`src/ast_defines.svh`:
```
// register map, field positions, reset values and divider figures
// assumes byte addresses on an 8-bit AXI4-Lite address bus
`ifndef AST_DEFINES_SVH
`define AST_DEFINES_SVH

// register byte offsets
`define AST_OFS_FLAGS     8'h00
`define AST_OFS_ENABLES   8'h04
`define AST_OFS_PRIO      8'h08
`define AST_OFS_RXSTA     8'h0c
`define AST_OFS_TXBUF     8'h10
`define AST_OFS_TRANSMIT_STATUS_CONTROL     8'h14
`define AST_OFS_DIV       8'h18

// reset values
`define AST_RST_FLAGS     8'h00
`define AST_RST_ENABLES   8'h00
`define AST_RST_PRIO      8'h00
`define AST_RST_RXSTA     8'h00
`define AST_RST_TXBUF     8'h00
`define AST_RST_TRANSMIT_STATUS_CONTROL     8'h02
`define AST_RST_DIV       8'h00

// software-writable bits of each register but the buffer and divisor, which take all eight bits
`define AST_WMASK_FLAGS   8'h6f
`define AST_WMASK_ENABLES 8'h7f
`define AST_WMASK_PRIO    8'h7f
`define AST_WMASK_RXSTA   8'hf7
`define AST_WMASK_TRANSMIT_STATUS_CONTROL   8'hfd

// field positions
`define AST_TRANSMIT_BUFFER_EMPTY_FLAG_BIT      4
`define AST_TRANSMIT_INTERRUPT_ENABLE_BIT      4
`define AST_SERIAL_PORT_ENABLE_BIT      7
`define AST_TX9_BIT       6
`define AST_TRANSMIT_ENABLE_BIT      5
`define AST_SYNC_BIT      4
`define AST_HIGH_SPEED_BAUD_SELECT_BIT      2
`define AST_SHIFT_REGISTER_EMPTY_BIT      1
`define AST_NINTH_DATA_BIT_BIT      0

// serial framing
`define AST_LAST_BIT_8    4'h7
`define AST_LAST_BIT_9    4'h8
`define AST_LINE_MARK     1'b1
`define AST_LINE_SPACE    1'b0

// baud prescaler terminal counts (x16, x64)
`define AST_PRE_LAST_HI   6'h0f
`define AST_PRE_LAST_LO   6'h3f

// AXI responses
`define AST_RESP_OKAY     2'h0
`define AST_RESP_SLVERR   2'h2

`endif

```
`src/ast_pkg.sv`:
```
// types shared by the serial transmitter and its baud generator
// assumes ast_defines.svh holds the register and framing constants; state codes are here
package ast_pkg;

  typedef enum logic [3:0]
  {
    AST_IDLE  = 4'h1,
    AST_START = 4'h2,
    AST_DATA  = 4'h4,
    AST_STOP  = 4'h8
  } ast_tx_state_t;

  typedef struct packed
  {
    logic [7:0] div_cnt;
    logic [5:0] pre_cnt;
  } ast_baud_t;

  typedef struct packed
  {
    logic          aw_full;
    logic [7:0]    aw_addr;
    logic          w_full;
    logic [7:0]    w_data;
    logic          w_be;
    logic          bvalid;
    logic [1:0]    bresp;
    logic          rvalid;
    logic [7:0]    rdata;
    logic [1:0]    rresp;
    logic [7:0]    flags;
    logic [7:0]    enables;
    logic [7:0]    priorities;
    logic [7:0]    rx_ctrl;
    logic [7:0]    tx_buf;
    logic [7:0]    tx_ctrl;
    logic [7:0]    divisor;
    logic          buf_full;
    ast_tx_state_t state;
    logic [8:0]    transmit_shift_register;
    logic [3:0]    bit_cnt;
    logic          tx_line;
  } ast_regs_t;

endpackage

```
`src/ast_transmitter.sv`:
```
// asynchronous serial transmitter with AXI4-Lite register access
// assumes clock_in is the oscillator; sleep_in comes from same domain
`timescale 1ns/1ps
`include "ast_defines.svh"

module ast_transmitter
  import ast_pkg::*;
(
  // clock and reset
  input  wire logic       clock_in,
  input  wire logic       rst_b_in,

  // chip power state
  input  wire logic       sleep_in,

  // AXI4-Lite write address
  input  wire logic       s_axi_awvalid_in,
  output logic            s_axi_awready_out,
  input  wire logic [7:0] s_axi_awaddr_in,

  // AXI4-Lite write data
  input  wire logic       s_axi_wvalid_in,
  output logic            s_axi_wready_out,
  input  wire logic [31:0] s_axi_wdata_in,
  input  wire logic [3:0] s_axi_wstrb_in,

  // AXI4-Lite write response
  output logic            s_axi_bvalid_out,
  input  wire logic       s_axi_bready_in,
  output logic [1:0]      s_axi_bresp_out,

  // AXI4-Lite read address
  input  wire logic       s_axi_arvalid_in,
  output logic            s_axi_arready_out,
  input  wire logic [7:0] s_axi_araddr_in,

  // AXI4-Lite read data
  output logic            s_axi_rvalid_out,
  input  wire logic       s_axi_rready_in,
  output logic [31:0]     s_axi_rdata_out,
  output logic [1:0]      s_axi_rresp_out,

  // serial line and request
  output logic            tx_out,
  output logic            transmit_request_out
);

  ast_regs_t s;
  ast_regs_t n;

  logic       active;
  logic       bit_tick;
  logic       do_write;
  logic       wr_buf;
  logic       transmit_enable_rise;
  logic       load;
  logic       restart;
  logic       shift_register_empty;
  logic [3:0] last_bit;
  logic [7:0] rd_byte;
  logic       rd_hit;

  // port runs only with port enable, transmit enable, clocked mode off
  assign active = s.rx_ctrl[`AST_SERIAL_PORT_ENABLE_BIT]
                  && s.tx_ctrl[`AST_TRANSMIT_ENABLE_BIT]
                  && !s.tx_ctrl[`AST_SYNC_BIT];

  assign shift_register_empty = (s.state == AST_IDLE);

  assign last_bit = s.tx_ctrl[`AST_TX9_BIT] ? `AST_LAST_BIT_9
                                            : `AST_LAST_BIT_8;

  assign do_write = s.aw_full && s.w_full && !s.bvalid;

  // bus handshakes
  assign s_axi_awready_out = !s.aw_full;
  assign s_axi_wready_out  = !s.w_full;
  assign s_axi_bvalid_out  = s.bvalid;
  assign s_axi_bresp_out   = s.bresp;
  assign s_axi_arready_out = !s.rvalid;
  assign s_axi_rvalid_out  = s.rvalid;
  assign s_axi_rdata_out   = {24'h000000, s.rdata};
  assign s_axi_rresp_out   = s.rresp;

  assign tx_out = s.tx_line;

  // enable only gates the request; the flag itself is unconditional
  assign transmit_request_out = s.flags[`AST_TRANSMIT_BUFFER_EMPTY_FLAG_BIT]
                                && s.enables[`AST_TRANSMIT_INTERRUPT_ENABLE_BIT];

  ast_baud_gen #(
    .DIV_W (8)
  ) u_baud (
    .clock_in      (clock_in),
    .rst_b_in      (rst_b_in),
    .enable_in     (active),
    .hold_in       (sleep_in),
    .restart_in    (restart),
    .high_speed_in (s.tx_ctrl[`AST_HIGH_SPEED_BAUD_SELECT_BIT]),
    .divisor_in    (s.divisor),
    .bit_tick_out  (bit_tick)
  );

  // read decode; the shift register has no address
  always_comb
  begin
    rd_hit  = 1'b1;
    rd_byte = 8'h00;
    case (s_axi_araddr_in)
      `AST_OFS_FLAGS:
        rd_byte = s.flags;
      `AST_OFS_ENABLES:
        rd_byte = s.enables;
      `AST_OFS_PRIO:
        rd_byte = s.priorities;
      `AST_OFS_RXSTA:
        rd_byte = s.rx_ctrl;
      `AST_OFS_TXBUF:
        rd_byte = s.tx_buf;
      `AST_OFS_TRANSMIT_STATUS_CONTROL:
      begin
        rd_byte = s.tx_ctrl;
        rd_byte[`AST_SHIFT_REGISTER_EMPTY_BIT] = shift_register_empty;
      end
      `AST_OFS_DIV:
        rd_byte = s.divisor;
      default:
        rd_hit = 1'b0;
    endcase
  end

  always_comb
  begin
    n         = s;
    wr_buf    = 1'b0;
    transmit_enable_rise = 1'b0;
    load      = 1'b0;
    restart   = 1'b0;

    // capture address and data in either order
    if (s_axi_awvalid_in && !s.aw_full)
    begin
      n.aw_full = 1'b1;
      n.aw_addr = s_axi_awaddr_in;
    end
    if (s_axi_wvalid_in && !s.w_full)
    begin
      n.w_full = 1'b1;
      n.w_data = s_axi_wdata_in[7:0];
      n.w_be   = s_axi_wstrb_in[0];
    end
    if (s.bvalid && s_axi_bready_in)
      n.bvalid = 1'b0;

    // register write once both halves are held
    if (do_write)
    begin
      n.aw_full = 1'b0;
      n.w_full  = 1'b0;
      n.bvalid  = 1'b1;
      n.bresp   = `AST_RESP_OKAY;
      case (s.aw_addr)
        `AST_OFS_FLAGS:
          if (s.w_be)
            n.flags = (s.w_data & `AST_WMASK_FLAGS)
                      | (s.flags & ~`AST_WMASK_FLAGS);
        `AST_OFS_ENABLES:
          if (s.w_be)
            n.enables = s.w_data & `AST_WMASK_ENABLES;
        `AST_OFS_PRIO:
          if (s.w_be)
            n.priorities = s.w_data & `AST_WMASK_PRIO;
        `AST_OFS_RXSTA:
          if (s.w_be)
            n.rx_ctrl = s.w_data & `AST_WMASK_RXSTA;
        `AST_OFS_TXBUF:
          if (s.w_be)
          begin
            n.tx_buf   = s.w_data;
            n.buf_full = 1'b1;
            wr_buf     = 1'b1;
          end
        `AST_OFS_TRANSMIT_STATUS_CONTROL:
          if (s.w_be)
          begin
            n.tx_ctrl = (s.w_data & `AST_WMASK_TRANSMIT_STATUS_CONTROL)
                        | (s.tx_ctrl & ~`AST_WMASK_TRANSMIT_STATUS_CONTROL);
            transmit_enable_rise = s.w_data[`AST_TRANSMIT_ENABLE_BIT]
                        && !s.tx_ctrl[`AST_TRANSMIT_ENABLE_BIT];
          end
        `AST_OFS_DIV:
          if (s.w_be)
            n.divisor = s.w_data;
        default:
          n.bresp = `AST_RESP_SLVERR;
      endcase
    end

    // read answers one cycle after the address is taken
    if (s.rvalid && s_axi_rready_in)
      n.rvalid = 1'b0;
    if (s_axi_arvalid_in && !s.rvalid)
    begin
      n.rvalid = 1'b1;
      n.rdata  = rd_byte;
      n.rresp  = rd_hit ? `AST_RESP_OKAY : `AST_RESP_SLVERR;
    end

    // shifter; a buffer write in the same cycle defers the load,
    // so the flag clear and the flag set never collide
    if (!active)
    begin
      n.state   = AST_IDLE;
      n.bit_cnt = 4'h0;
      n.tx_line = `AST_LINE_MARK;
    end
    else if (!sleep_in)
    begin
      case (s.state)
        AST_IDLE:
        begin
          n.tx_line = `AST_LINE_MARK;
          if (s.buf_full && !wr_buf)
          begin
            load    = 1'b1;
            restart = 1'b1;
          end
        end
        AST_START:
          if (bit_tick)
          begin
            n.state   = AST_DATA;
            n.bit_cnt = 4'h0;
            n.tx_line = s.transmit_shift_register[0];
            n.transmit_shift_register     = {1'b0, s.transmit_shift_register[8:1]};
          end
        AST_DATA:
          if (bit_tick)
          begin
            if (s.bit_cnt == last_bit)
            begin
              n.state   = AST_STOP;
              n.tx_line = `AST_LINE_MARK;
            end
            else
            begin
              n.bit_cnt = s.bit_cnt + 4'h1;
              n.tx_line = s.transmit_shift_register[0];
              n.transmit_shift_register     = {1'b0, s.transmit_shift_register[8:1]};
            end
          end
        AST_STOP:
          if (bit_tick)
          begin
            if (s.buf_full && !wr_buf)
              load = 1'b1;
            else
              n.state = AST_IDLE;
          end
        default:
        begin
          n.state   = AST_IDLE;
          n.tx_line = `AST_LINE_MARK;
        end
      endcase
    end

    // single-cycle transfer from buffer to shift register
    if (load)
    begin
      // ninth bit carries software parity or address mark
      n.transmit_shift_register      = {s.tx_ctrl[`AST_NINTH_DATA_BIT_BIT], s.tx_buf};
      n.buf_full = 1'b0;
      n.state    = AST_START;
      n.tx_line  = `AST_LINE_SPACE;
    end

    // flag: buffer write clears, set wins over clear
    if (wr_buf)
      n.flags[`AST_TRANSMIT_BUFFER_EMPTY_FLAG_BIT] = 1'b0;
    if (load || transmit_enable_rise)
      n.flags[`AST_TRANSMIT_BUFFER_EMPTY_FLAG_BIT] = 1'b1;
  end

  always_ff @(posedge clock_in or negedge rst_b_in)
  begin
    if (!rst_b_in)
    begin
      s            <= '0;
      s.state      <= AST_IDLE;
      s.tx_line    <= `AST_LINE_MARK;
      s.bresp      <= `AST_RESP_OKAY;
      s.rresp      <= `AST_RESP_OKAY;
      s.flags      <= `AST_RST_FLAGS;
      s.enables    <= `AST_RST_ENABLES;
      s.priorities <= `AST_RST_PRIO;
      s.rx_ctrl    <= `AST_RST_RXSTA;
      s.tx_buf     <= `AST_RST_TXBUF;
      s.tx_ctrl    <= `AST_RST_TRANSMIT_STATUS_CONTROL;
      s.divisor    <= `AST_RST_DIV;
    end
    else
    begin
      s <= n;
    end
  end

endmodule

```
`src/ast_baud_gen.sv`:
```
// divisor counter plus x16/x64 prescaler, one bit tick per bit time
// assumes one clock; enable clears, hold freezes, restart realigns
`timescale 1ns/1ps
`include "ast_defines.svh"
module ast_baud_gen
  import ast_pkg::*;
#(
  parameter int DIV_W = 8
)
(
  // clock and reset
  input  wire logic             clock_in,
  input  wire logic             rst_b_in,
  // control
  input  wire logic             enable_in,
  input  wire logic             hold_in,
  input  wire logic             restart_in,
  input  wire logic             high_speed_in,
  input  wire logic [DIV_W-1:0] divisor_in,
  // tick
  output logic                  bit_tick_out
);

  ast_baud_t s;
  ast_baud_t n;
  logic [5:0] pre_last;

  // select high gives the x16 prescale, the faster rate
  assign pre_last = high_speed_in ? `AST_PRE_LAST_HI : `AST_PRE_LAST_LO;
  // period is (divisor + 1) * 16 or * 64 clocks
  assign bit_tick_out = enable_in && !hold_in && !restart_in
                        && (s.div_cnt == 8'h00) && (s.pre_cnt == pre_last);

  always_comb
  begin
    n = s;
    if (!enable_in || restart_in)
    begin
      n.div_cnt = divisor_in;
      n.pre_cnt = 6'h00;
    end
    else if (!hold_in)
    begin
      if (s.div_cnt == 8'h00)
      begin
        n.div_cnt = divisor_in;
        n.pre_cnt = (s.pre_cnt == pre_last) ? 6'h00 : s.pre_cnt + 6'h01;
      end
      else
      begin
        n.div_cnt = s.div_cnt - 8'h01;
      end
    end
  end

  always_ff @(posedge clock_in or negedge rst_b_in)
  begin
    if (!rst_b_in)
      s <= '0;
    else
      s <= n;
  end

endmodule

```
`config.mk`:
```
export PLATFORM = sky130hd
export DESIGN_NAME = ast_transmitter
export DESIGN_NICKNAME = d
export VERILOG_FILES = /design/src/ast_pkg.sv /design/src/ast_transmitter.sv /design/src/ast_baud_gen.sv
export VERILOG_INCLUDE_DIRS = /design/src
export SDC_FILE = /design/constraint.sdc
export NUM_CORES = 1
export LEC_CHECK = 0
export ABC_AREA = 0
export BUFFER_PORTS_ARGS = -buffer_cell sky130_fd_sc_hd__buf_2
export CAP_MARGIN = 20
export CORE_MARGIN = 2
export CORE_UTILIZATION = 45
export CTS_CLUSTER_SIZE = 12
export DETAILED_ROUTE_END_ITERATION = 6
export HOLD_SLACK_MARGIN = 0.02
export PLACE_DENSITY = 0.7
export SETUP_SLACK_MARGIN = 0.4
export SLEW_MARGIN = 20
export SYNTH_ARGS = -nofsm -noshare
export SYNTH_HDL_FRONTEND = slang
export SYNTH_SLANG_ARGS = --single-unit
export TNS_END_PERCENT = 100
```
`constraint.sdc`:
```
create_clock -name clock_in -period 5.4 [get_ports clock_in]
set_input_delay 1.08 -clock clock_in [delete_from_list [all_inputs] [get_ports clock_in]]
set_output_delay 1.08 -clock clock_in [all_outputs]
set_load 0.01 [all_outputs]
```
# Word-level counts from Yosys, hierarchy flattened
# Index checks and enable logic that the tools add are counted.
dict set report op_classes {
  eq_ne 36
  add_sub_neg 3
  reduce_logical 60
  bitwise_logic 2
  mux 68
}
# operator n
set op_table {}
lappend op_table {{two-way mux 8 bit} 11}
lappend op_table {{one-hot mux 8 bit (7 select lines)} 1}
lappend op_table {{two-way mux 18 bit} 3}
lappend op_table {{two-way mux 54 bit} 1}
lappend op_table {{equality test 8 x 5 -> 1 bit, second input constant} 6}
lappend op_table {{two-way mux 14 bit} 3}
lappend op_table {{equality test 8 x 4 -> 1 bit, second input constant} 4}
lappend op_table {{!= test 3 bit, second input constant} 10}
lappend op_table {{AND reduction 3 bit} 9}
lappend op_table {{one-hot mux 13 bit (2 select lines)} 1}
lappend op_table {{logical NOT 8 bit} 3}
lappend op_table {{two-way mux 1 bit} 24}
lappend op_table {{two-way mux 4 bit} 5}
lappend op_table {{!= test 4 bit, second input constant} 5}
lappend op_table {{two-way mux 6 bit} 3}
lappend op_table {{two-way mux 9 bit} 2}
lappend op_table {{nonzero test 2 bit} 9}
lappend op_table {{equality test 8 x 3 -> 1 bit, second input constant} 2}
lappend op_table {{logical AND 1 bit} 16}
lappend op_table {{one-hot mux 4 bit (4 select lines)} 1}
lappend op_table {{two-way mux 5 bit} 3}
lappend op_table {{two-way mux 7 bit} 2}
lappend op_table {{OR reduction 7 bit} 2}
lappend op_table {{two-way mux 13 bit} 1}
lappend op_table {{other kinds (27)} 42}
dict set report totals {
  ff_bits 119
  inputBits 60
  output_inout_bits 43
}

# Longest topological paths before layout
# Gate-level depths: netlist (run 1).
dict set report logic_depth {
  word_depth 20
  mapped_depth 11
}

# Modules after synthesis
# From an unflattened synthesis (run 1), not the netlist that was laid out.
dict set report unflattened {
  hier_cells 523
  hier_area_um2 5919.4
}
# module cells_per_inst seq_area_each_um2 area_each_um2 n_inst
set modules_own_cells {}
lappend modules_own_cells {ast_transmitter 425 2529.9 5034.8 1}
lappend modules_own_cells {ast_baud_gen 98 350.3 884.6 1}

# Least setup slack after synthesis (run 1)
# No wires, ideal clock.
dict set report synth_timing {
  kind {register to register}
  start {register u_baud.s[6] (netlist name)}
  end {register s[12] (netlist name)}
  required_ns 5.271
  setup_time_ns 0.129
  stages_incl_launch_ff 12
  t_arrival_ns 2.586
  period_less_slack_ns 2.716
  path_slack_ns 2.684
  cell_sequence {dfrtp_1 inv_1 ha_1 or4b_4 or4_1 buf_2 o31ai_4 and3_1 buf_6 buf_12 mux2i_1 o21ai_2}
}
dict set report synth_between {
  elab_chain_cells 9
}
# item line
set synth_lines {}
lappend synth_lines {{from (decl)} ast_baud_gen.sv:24} ;# ast_baud_t s;
lappend synth_lines {{from (signal assigned)} ast_baud_gen.sv:61} ;# s <= n;
lappend synth_lines {{logical NOT 8 bit *} ast_baud_gen.sv:32} ;# && (s.div_cnt == 8'h00) && (s.pre_cnt == pre_last);
lappend synth_lines {{logical AND 1 bit * (2 in a row)} ast_baud_gen.sv:32}
lappend synth_lines {{two-way mux 1 bit} ast_transmitter.sv:253} ;# if (bit_tick)
lappend synth_lines {{one-hot mux 1 bit (2 select lines)} ast_transmitter.sv:219} ;# case (s.state)
lappend synth_lines {{two-way mux 1 bit} ast_transmitter.sv:217} ;# else if (!sleep_in)
lappend synth_lines {{two-way mux 1 bit} ast_transmitter.sv:211} ;# if (!active)
lappend synth_lines {{!= test 3 bit (no source line) (tied with other cells)} --}
lappend synth_lines {{AND reduction 6 bit (no source line)} --}
lappend synth_lines {{to (signal assigned)} ast_transmitter.sv:304} ;# s <= n;
lappend synth_lines {{to (decl)} ast_transmitter.sv:48} ;# ast_regs_t s;
# Mark *: on every way between the ends. The rest lies on a longest branch, timed or not.
# A chain may end at the register's enable or synchronous reset.

# Final worst setup path (run 1)
# Same ends and word-level chain as after synthesis.

==> flow_metrics.env, run 1 <==
export IMPL_synth_area_um2=5760
export IMPL_async_reset_ff_frac=1.00
export IMPL_fp_dieH_um=117
export IMPL_initial_core_util=0.458
export IMPL_setup_slack_ps=2120
export IMPL_clk_latency_ps=420
export IMPL_finalCriticalPeriod_ps=3280
export IMPL_muxShareOfSynthArea=0.181
export IMPL_fmax_mhz=305
export IMPL_finalPower_w=0.00261
export IMPL_wl_um=12800
export IMPL_dp_slack_ps=2170
export IMPL_num_vias=4204
export IMPL_synth_compound_area_frac=0.115
export IMPL_grt_pass1_vias=4030
export IMPL_maxCapViolCount=0
export IMPL_design_area_um2=6540
export IMPL_crit_start="u_baud.s[6]"
export IMPL_path_class="register to register"
export IMPL_endpoint="s[12]"
export IMPL_rr_startpoint="u_baud.s[6]"
export IMPL_finalSetupViolCount=0
export IMPL_dp_cells=701
export IMPL_drc=0
export IMPL_rsz0062_at_grt="no"
export IMPL_grt_pass1_wl_um=20900
export IMPL_io_pins=103
export IMPL_worstPathArrival_ps=3570
export IMPL_io_buffer_count=49
export IMPL_gp_congestion=0.879
export IMPL_num_rows=41
export IMPL_htree_levels=4
export IMPL_dieWidth_um=117
export IMPL_ff2ff_path_depth=8
export IMPL_clkSinkCount=115
export IMPL_power_leakage_nw=3.04
export IMPL_clk_pin_slew_ps=50
export IMPL_cp_required_ps=5690
export IMPL_numCtsBuffers=17
export IMPL_syn_instance_count=503
export IMPL_hp_class="register to register"
export IMPL_grtUsageTotal=0.203
export IMPL_fin_nets=612
export IMPL_critPathMaxStageDelay_ps=660
export IMPL_grt_max_degree=77
export IMPL_fin_crit_sh=0.607
export IMPL_clock_path_buffers=2
export IMPL_drive_gt1_frac=0.315
export IMPL_cts_hold_repair_buffers=0
export IMPL_r2r_end="s[12]"
export IMPL_antenna_found_initial=0
export IMPL_dieArea_um2=13700
export IMPL_wl_per_cell_um=17.4
export IMPL_synthAdderAreaFrac=0.00652
export IMPL_synth_edff_count=0
export IMPL_yosysSeqAreaShare=0.500
export IMPL_slowest_stage="and3_1"
export IMPL_yosys_warnings=0
export IMPL_critical_path_top_delay_family="simple AND/OR/NAND/NOR gates"
export IMPL_fp_coreArea_um2=12600
export IMPL_post_cts_resize_count=0
export IMPL_peakVddDrop_uv=273
export IMPL_power_density_nw_per_um2=400
export IMPL_n_fill_cell=1133
export IMPL_final_cells=734
export IMPL_final_common_cell="dfrtp_1"
export IMPL_root_buffer="clkbuf_16"
export IMPL_diodes=0
export IMPL_setup_tns_ps=0
export IMPL_dr_pass1_iters=7
export IMPL_gr_total_overflow=0
export IMPL_viasPerCell=5.73
export IMPL_synthSimpleGateAreaFrac=0.120
export IMPL_path_cells="inv_1 -> ha_1 -> or4b_4 -> or4_1 -> o31ai_4 -> and3_1 -> mux2i_1 -> o21ai_2"
export IMPL_synth_main_ff_cell="dfrtp_1"
export IMPL_r2r_setup_slack_ps=2120
export IMPL_drt_iter0_drc=269
export IMPL_final_cell_mix="113 x dfrtp_1, 78 x mux2_2, 48 x buf_2, 36 x nand2_1, 30 x nor2_1"
export IMPL_ys_ff_latch=115
export IMPL_crit_buf_inv=1
export IMPL_final_antenna_net_count=0
export IMPL_dp_hpwl_um=8760
export IMPL_status="complete, no violations"
export IMPL_fin_skew_ps=8.61
export IMPL_synth_top_family_by_area="multiplexers"
export IMPL_path_max_fanout=13
export IMPL_synth_avg_cell_area_um2=11.4
export IMPL_critPathCaptureType="register"
export IMPL_cts_tree="done"
export IMPL_tightest_slew_ps=958
export IMPL_synth_cell_types=70
export IMPL_synth_xor_xnor_area_share=0.00609
export IMPL_dpl_instance_area_um2=5980
export IMPL_slew_violations=0
export IMPL_areaGrowthSynthToFinish_pct=13.6
export IMPL_crit_path_start_kind="register"
export IMPL_path_depth=8
export IMPL_relSlewSlack=0.361
export IMPL_finalHoldViolations=0
export IMPL_postCtsSetupBuffers=0
worst register-to-register path, stage by stage (launching register included):
cell and delay [ps]:
dfrtp_1 410, inv_1 90, ha_1 240, or4b_4 500
or4_1 570, o31ai_4 310, and3_1 660, mux2i_1 320
o21ai_2 60
cells by family (layout without fill, tap and decap cells):
group | after synthesis | after routing
compound gates | 92 | 92
xor+xnor | 4 | 4
fa+ha+maj | 3 | 3
buf+inv | 64 | 98
flops | 115 | 115
mux | 92 | 92
other cells | 1 | 26
simple gates | 132 | 132
per-stage QoR:
| stage | util | hold slack, ps |
|---|---|---|
| after floorplan | - | 451 |
| after global placement | 0.476 | 468 |
| after detailed placement | 0.476 | 470 |
| after CTS | 0.520 | 481 |
| after global routing | 0.520 | 513 |
| final | 0.520 | 481 |
power by group:
part	total [W]	internal [W]	switching, W
Sequential	0.00119	0.00101	0.000184
Combinational	0.000406	0.000208	0.000198
Clock	0.00102	0.000619	0.000398
synthesized netlist by cell type (all sizes together), types with 8 or more instances:
library cell,instances,share of area
inv,13,0.0085
a31oi,11,0.012
dfrtp,113,0.49
nand3,8,0.0070
nor2,30,0.020
o21ai,17,0.015
buf,39,0.053
mux2i,11,0.019
nor3,11,0.0096
a21oi,14,0.012
nand2,36,0.023
mux2,79,0.15
clkbuf,12,0.0078
cell type report:
| class | instances | area, um^2 | share of cell area |
|---|---|---|---|
| repair buffers | 53 | 278 | 0.0425 |
| inverters | 13 | 48.8 | 0.00746 |
| well taps | 172 | 215 | 0.0329 |
| clock buffers | 20 | 467 | 0.0714 |
| multi-input cells | 349 | 2570 | 0.393 |
| clock inverters | 12 | 81.3 | 0.0124 |
| flip-flops and latches | 115 | 2880 | 0.440 |
metal layers:
layer	up-vias	routed length, um	global-route usage
met5	-	0	0
met1	2113	5580	0.267
met3	28	769	0.0659
met2	164	6170	0.318
li1	1899	-	-
met4	0	279	0.0745
sequential cells by signal, summed over array words and instances, names as in the netlist:
signal / flops
tx_out: 1
s_axi_rvalid_out: 1
s: 88
s_axi_rdata_out: 8
s_axi_rresp_out: 1
s_axi_bresp_out: 1
s_axi_bvalid_out: 1
u_baud.s: 14
worst min-delay path by stage:
stage,startpoint,end,slack [ps],cells past startpoint
after detailed placement,s_axi_rdata_out[7],s_axi_rdata_out[7],470,2
after CTS,s_axi_rdata_out[7],s_axi_rdata_out[7],480,2
after global placement,s[7],s[7],470,2
after floorplan,s[12],s[12],450,2
after global routing,s[7],s[7],510,2
final,s_axi_rdata_out[2],s_axi_rdata_out[2],480,2
No activity file was read; power rests on OpenSTA's default activity.
==> run 2, diff against run 1 <==
Settings changed: PLACE_DENSITY 0.7 to 0.72.
Clock period 5.4 ns to 2.9 ns, I/O delays scaled along.
==> run 2 against run 1 <==
Worst setup slack got worse by 1900 ps. Die area unchanged. Critical endpoint is now s[13]. Register-to-register slack got worse by 1900 ps. Worst hold slack got worse by 420 ps. Routed wire length increased by 6.8%. Via count increased by 1.6%. Clock power increased by 95%. Clock-buffer cell count decreased by 2.
==> flow_metrics.env, run 2 (synthesis gave the netlist of run 1 again) <==
export IMPL_dpl_instance_area_um2=6080
export IMPL_cts_hold_repair_buffers=0
export IMPL_multiInputGateArea_um2=2700
export IMPL_finalPower_w=0.00521
export IMPL_htree_levels=4
export IMPL_viasPerCell=5.61
export IMPL_design_area_um2=6990
export IMPL_drive_gt1_frac=0.379
export IMPL_maxCapViolCount=0
export IMPL_dieWidth_um=117
export IMPL_numCtsBuffers=17
export IMPL_setup_tns_ps=0
export IMPL_n_fill_cell=1023
export IMPL_grt_pass1_vias=4268
export IMPL_tightest_slew_ps=747
export IMPL_drt_iter0_drc=316
export IMPL_fin_nets=639
export IMPL_io_pins=103
export IMPL_status="complete, no violations"
export IMPL_rsz0062_at_grt="yes"
export IMPL_fp_dieH_um=117
export IMPL_cp_required_ps=3190
export IMPL_areaGrowthSynthToFinish_pct=21.4
export IMPL_finalCriticalPeriod_ps=2720
export IMPL_dp_hpwl_um=9000
export IMPL_fmax_mhz=368
export IMPL_path_class="register to register"
export IMPL_fin_skew_ps=10.2
export IMPL_power_leakage_nw=3.24
export IMPL_grt_max_degree=69
export IMPL_gp_congestion=0.878
export IMPL_clk_latency_ps=410
export IMPL_relSlewSlack=0.501
export IMPL_initial_core_util=0.458
export IMPL_wl_per_cell_um=18.0
export IMPL_final_cell_mix="113 x dfrtp_1, 76 x mux2_2, 48 x buf_2, 36 x nand2_1, 28 x nor2_1"
export IMPL_final_common_cell="dfrtp_1"
export IMPL_grtUsageTotal=0.212
export IMPL_drc=0
export IMPL_cts_tree="done"
export IMPL_wl_um=13700
export IMPL_clock_path_buffers=2
export IMPL_gr_total_overflow=0
export IMPL_io_buffer_count=49
export IMPL_finalHoldViolations=0
export IMPL_peakVddDrop_uv=651
export IMPL_critPathCaptureType="register"
export IMPL_root_buffer="clkbuf_16"
export IMPL_dr_pass1_iters=5
export IMPL_diodes=0
export IMPL_slew_violations=0
export IMPL_num_vias=4273
export IMPL_clk_pin_slew_ps=60
export IMPL_fin_crit_sh=0.937
export IMPL_regArea_um2=2880
export IMPL_num_rows=41
export IMPL_dieArea_um2=13700
export IMPL_power_density_nw_per_um2=746
export IMPL_fp_coreArea_um2=12600
export IMPL_path_max_fanout=17
export IMPL_largest_register_ffs=88
export IMPL_postLayoutCoreUtil=0.556
export IMPL_crit_path_start_kind="register"
export IMPL_antenna_found_initial=0
export IMPL_grt_pass1_wl_um=22000
export IMPL_clkSinkCount=115
export IMPL_finalSetupViolCount=0
export IMPL_largest_register="s"
export IMPL_final_antenna_net_count=0
export IMPL_worstPathArrival_ps=3010
export IMPL_hp_class="input pin to asynchronous set/reset pin"
## run 2: metal layers
layer	up-vias	GRT usage	wire (um)
met5	-	0	0
met4	0	0.0690	201
met3	22	0.0479	586
met2	153	0.355	7020
met1	2138	0.275	5860
li1	1960	-	-
## run 2: cell type report
class | instances | share of cell area
multi-input cells | 349 | 0.386
well taps | 172 | 0.0308
inverters | 13 | 0.00698
repair buffers | 80 | 0.0820
clock inverters | 14 | 0.0186
flip-flops and latches | 115 | 0.412
clock buffers | 18 | 0.0629
## run 2: what timing repair did
item,4_1_cts,5_1_grt
hold endpoints to repair,0,0
setup buffers,17,2
resized for setup,19,15
pin swaps,10,7
cloned,1,0
endpoints found under the setup margin,22,34
## run 2: path summary, 6_finish.rpt
| kind | slack [ps] | to | cells after the start | start |
|---|---|---|---|---|
| hold reg to reg | 480 | s_axi_rdata_out[3] | 2 | s_axi_rdata_out[3] |
| setup / recovery | 180 | s[13] | 10 | u_baud.s[6] |
| min in group clock_in | 350 | s_axi_rvalid_out | 2 | s_axi_rready_in |
| hold / removal | 60 | s[2] | 1 | rst_b_in |
| setup reg to reg | 180 | s[13] | 10 | u_baud.s[6] |
| max in group asynchronous | 2190 | s[57] | 2 | rst_b_in |
## run 2: metrics by stage
stage,cells,hold WS (ps),setup WS [ps]
detailed placement,709,473,99.0
global route,761,76.9,106
finish,761,63.0,183
CTS,759,61.5,198
global placement,709,469,135
floorplan,528,284,194
## run 2: power breakdown
group / switching (W) / internal [W]
clock: 0.000783 / 0.00121
combinational: 0.000446 / 0.000543
sequential: 0.000355 / 0.00187
total: 0.00158 / 0.00363
## run 2: critical path: stages, from the launching register on
cell      delay, ps
dfrtp_1         400
inv_2           100
ha_4            150
or4b_4          470
or4_4           460
buf_4           160
buf_6           110
o22ai_1         170
o211ai_1        160
buf_6           190
a22o_1          230
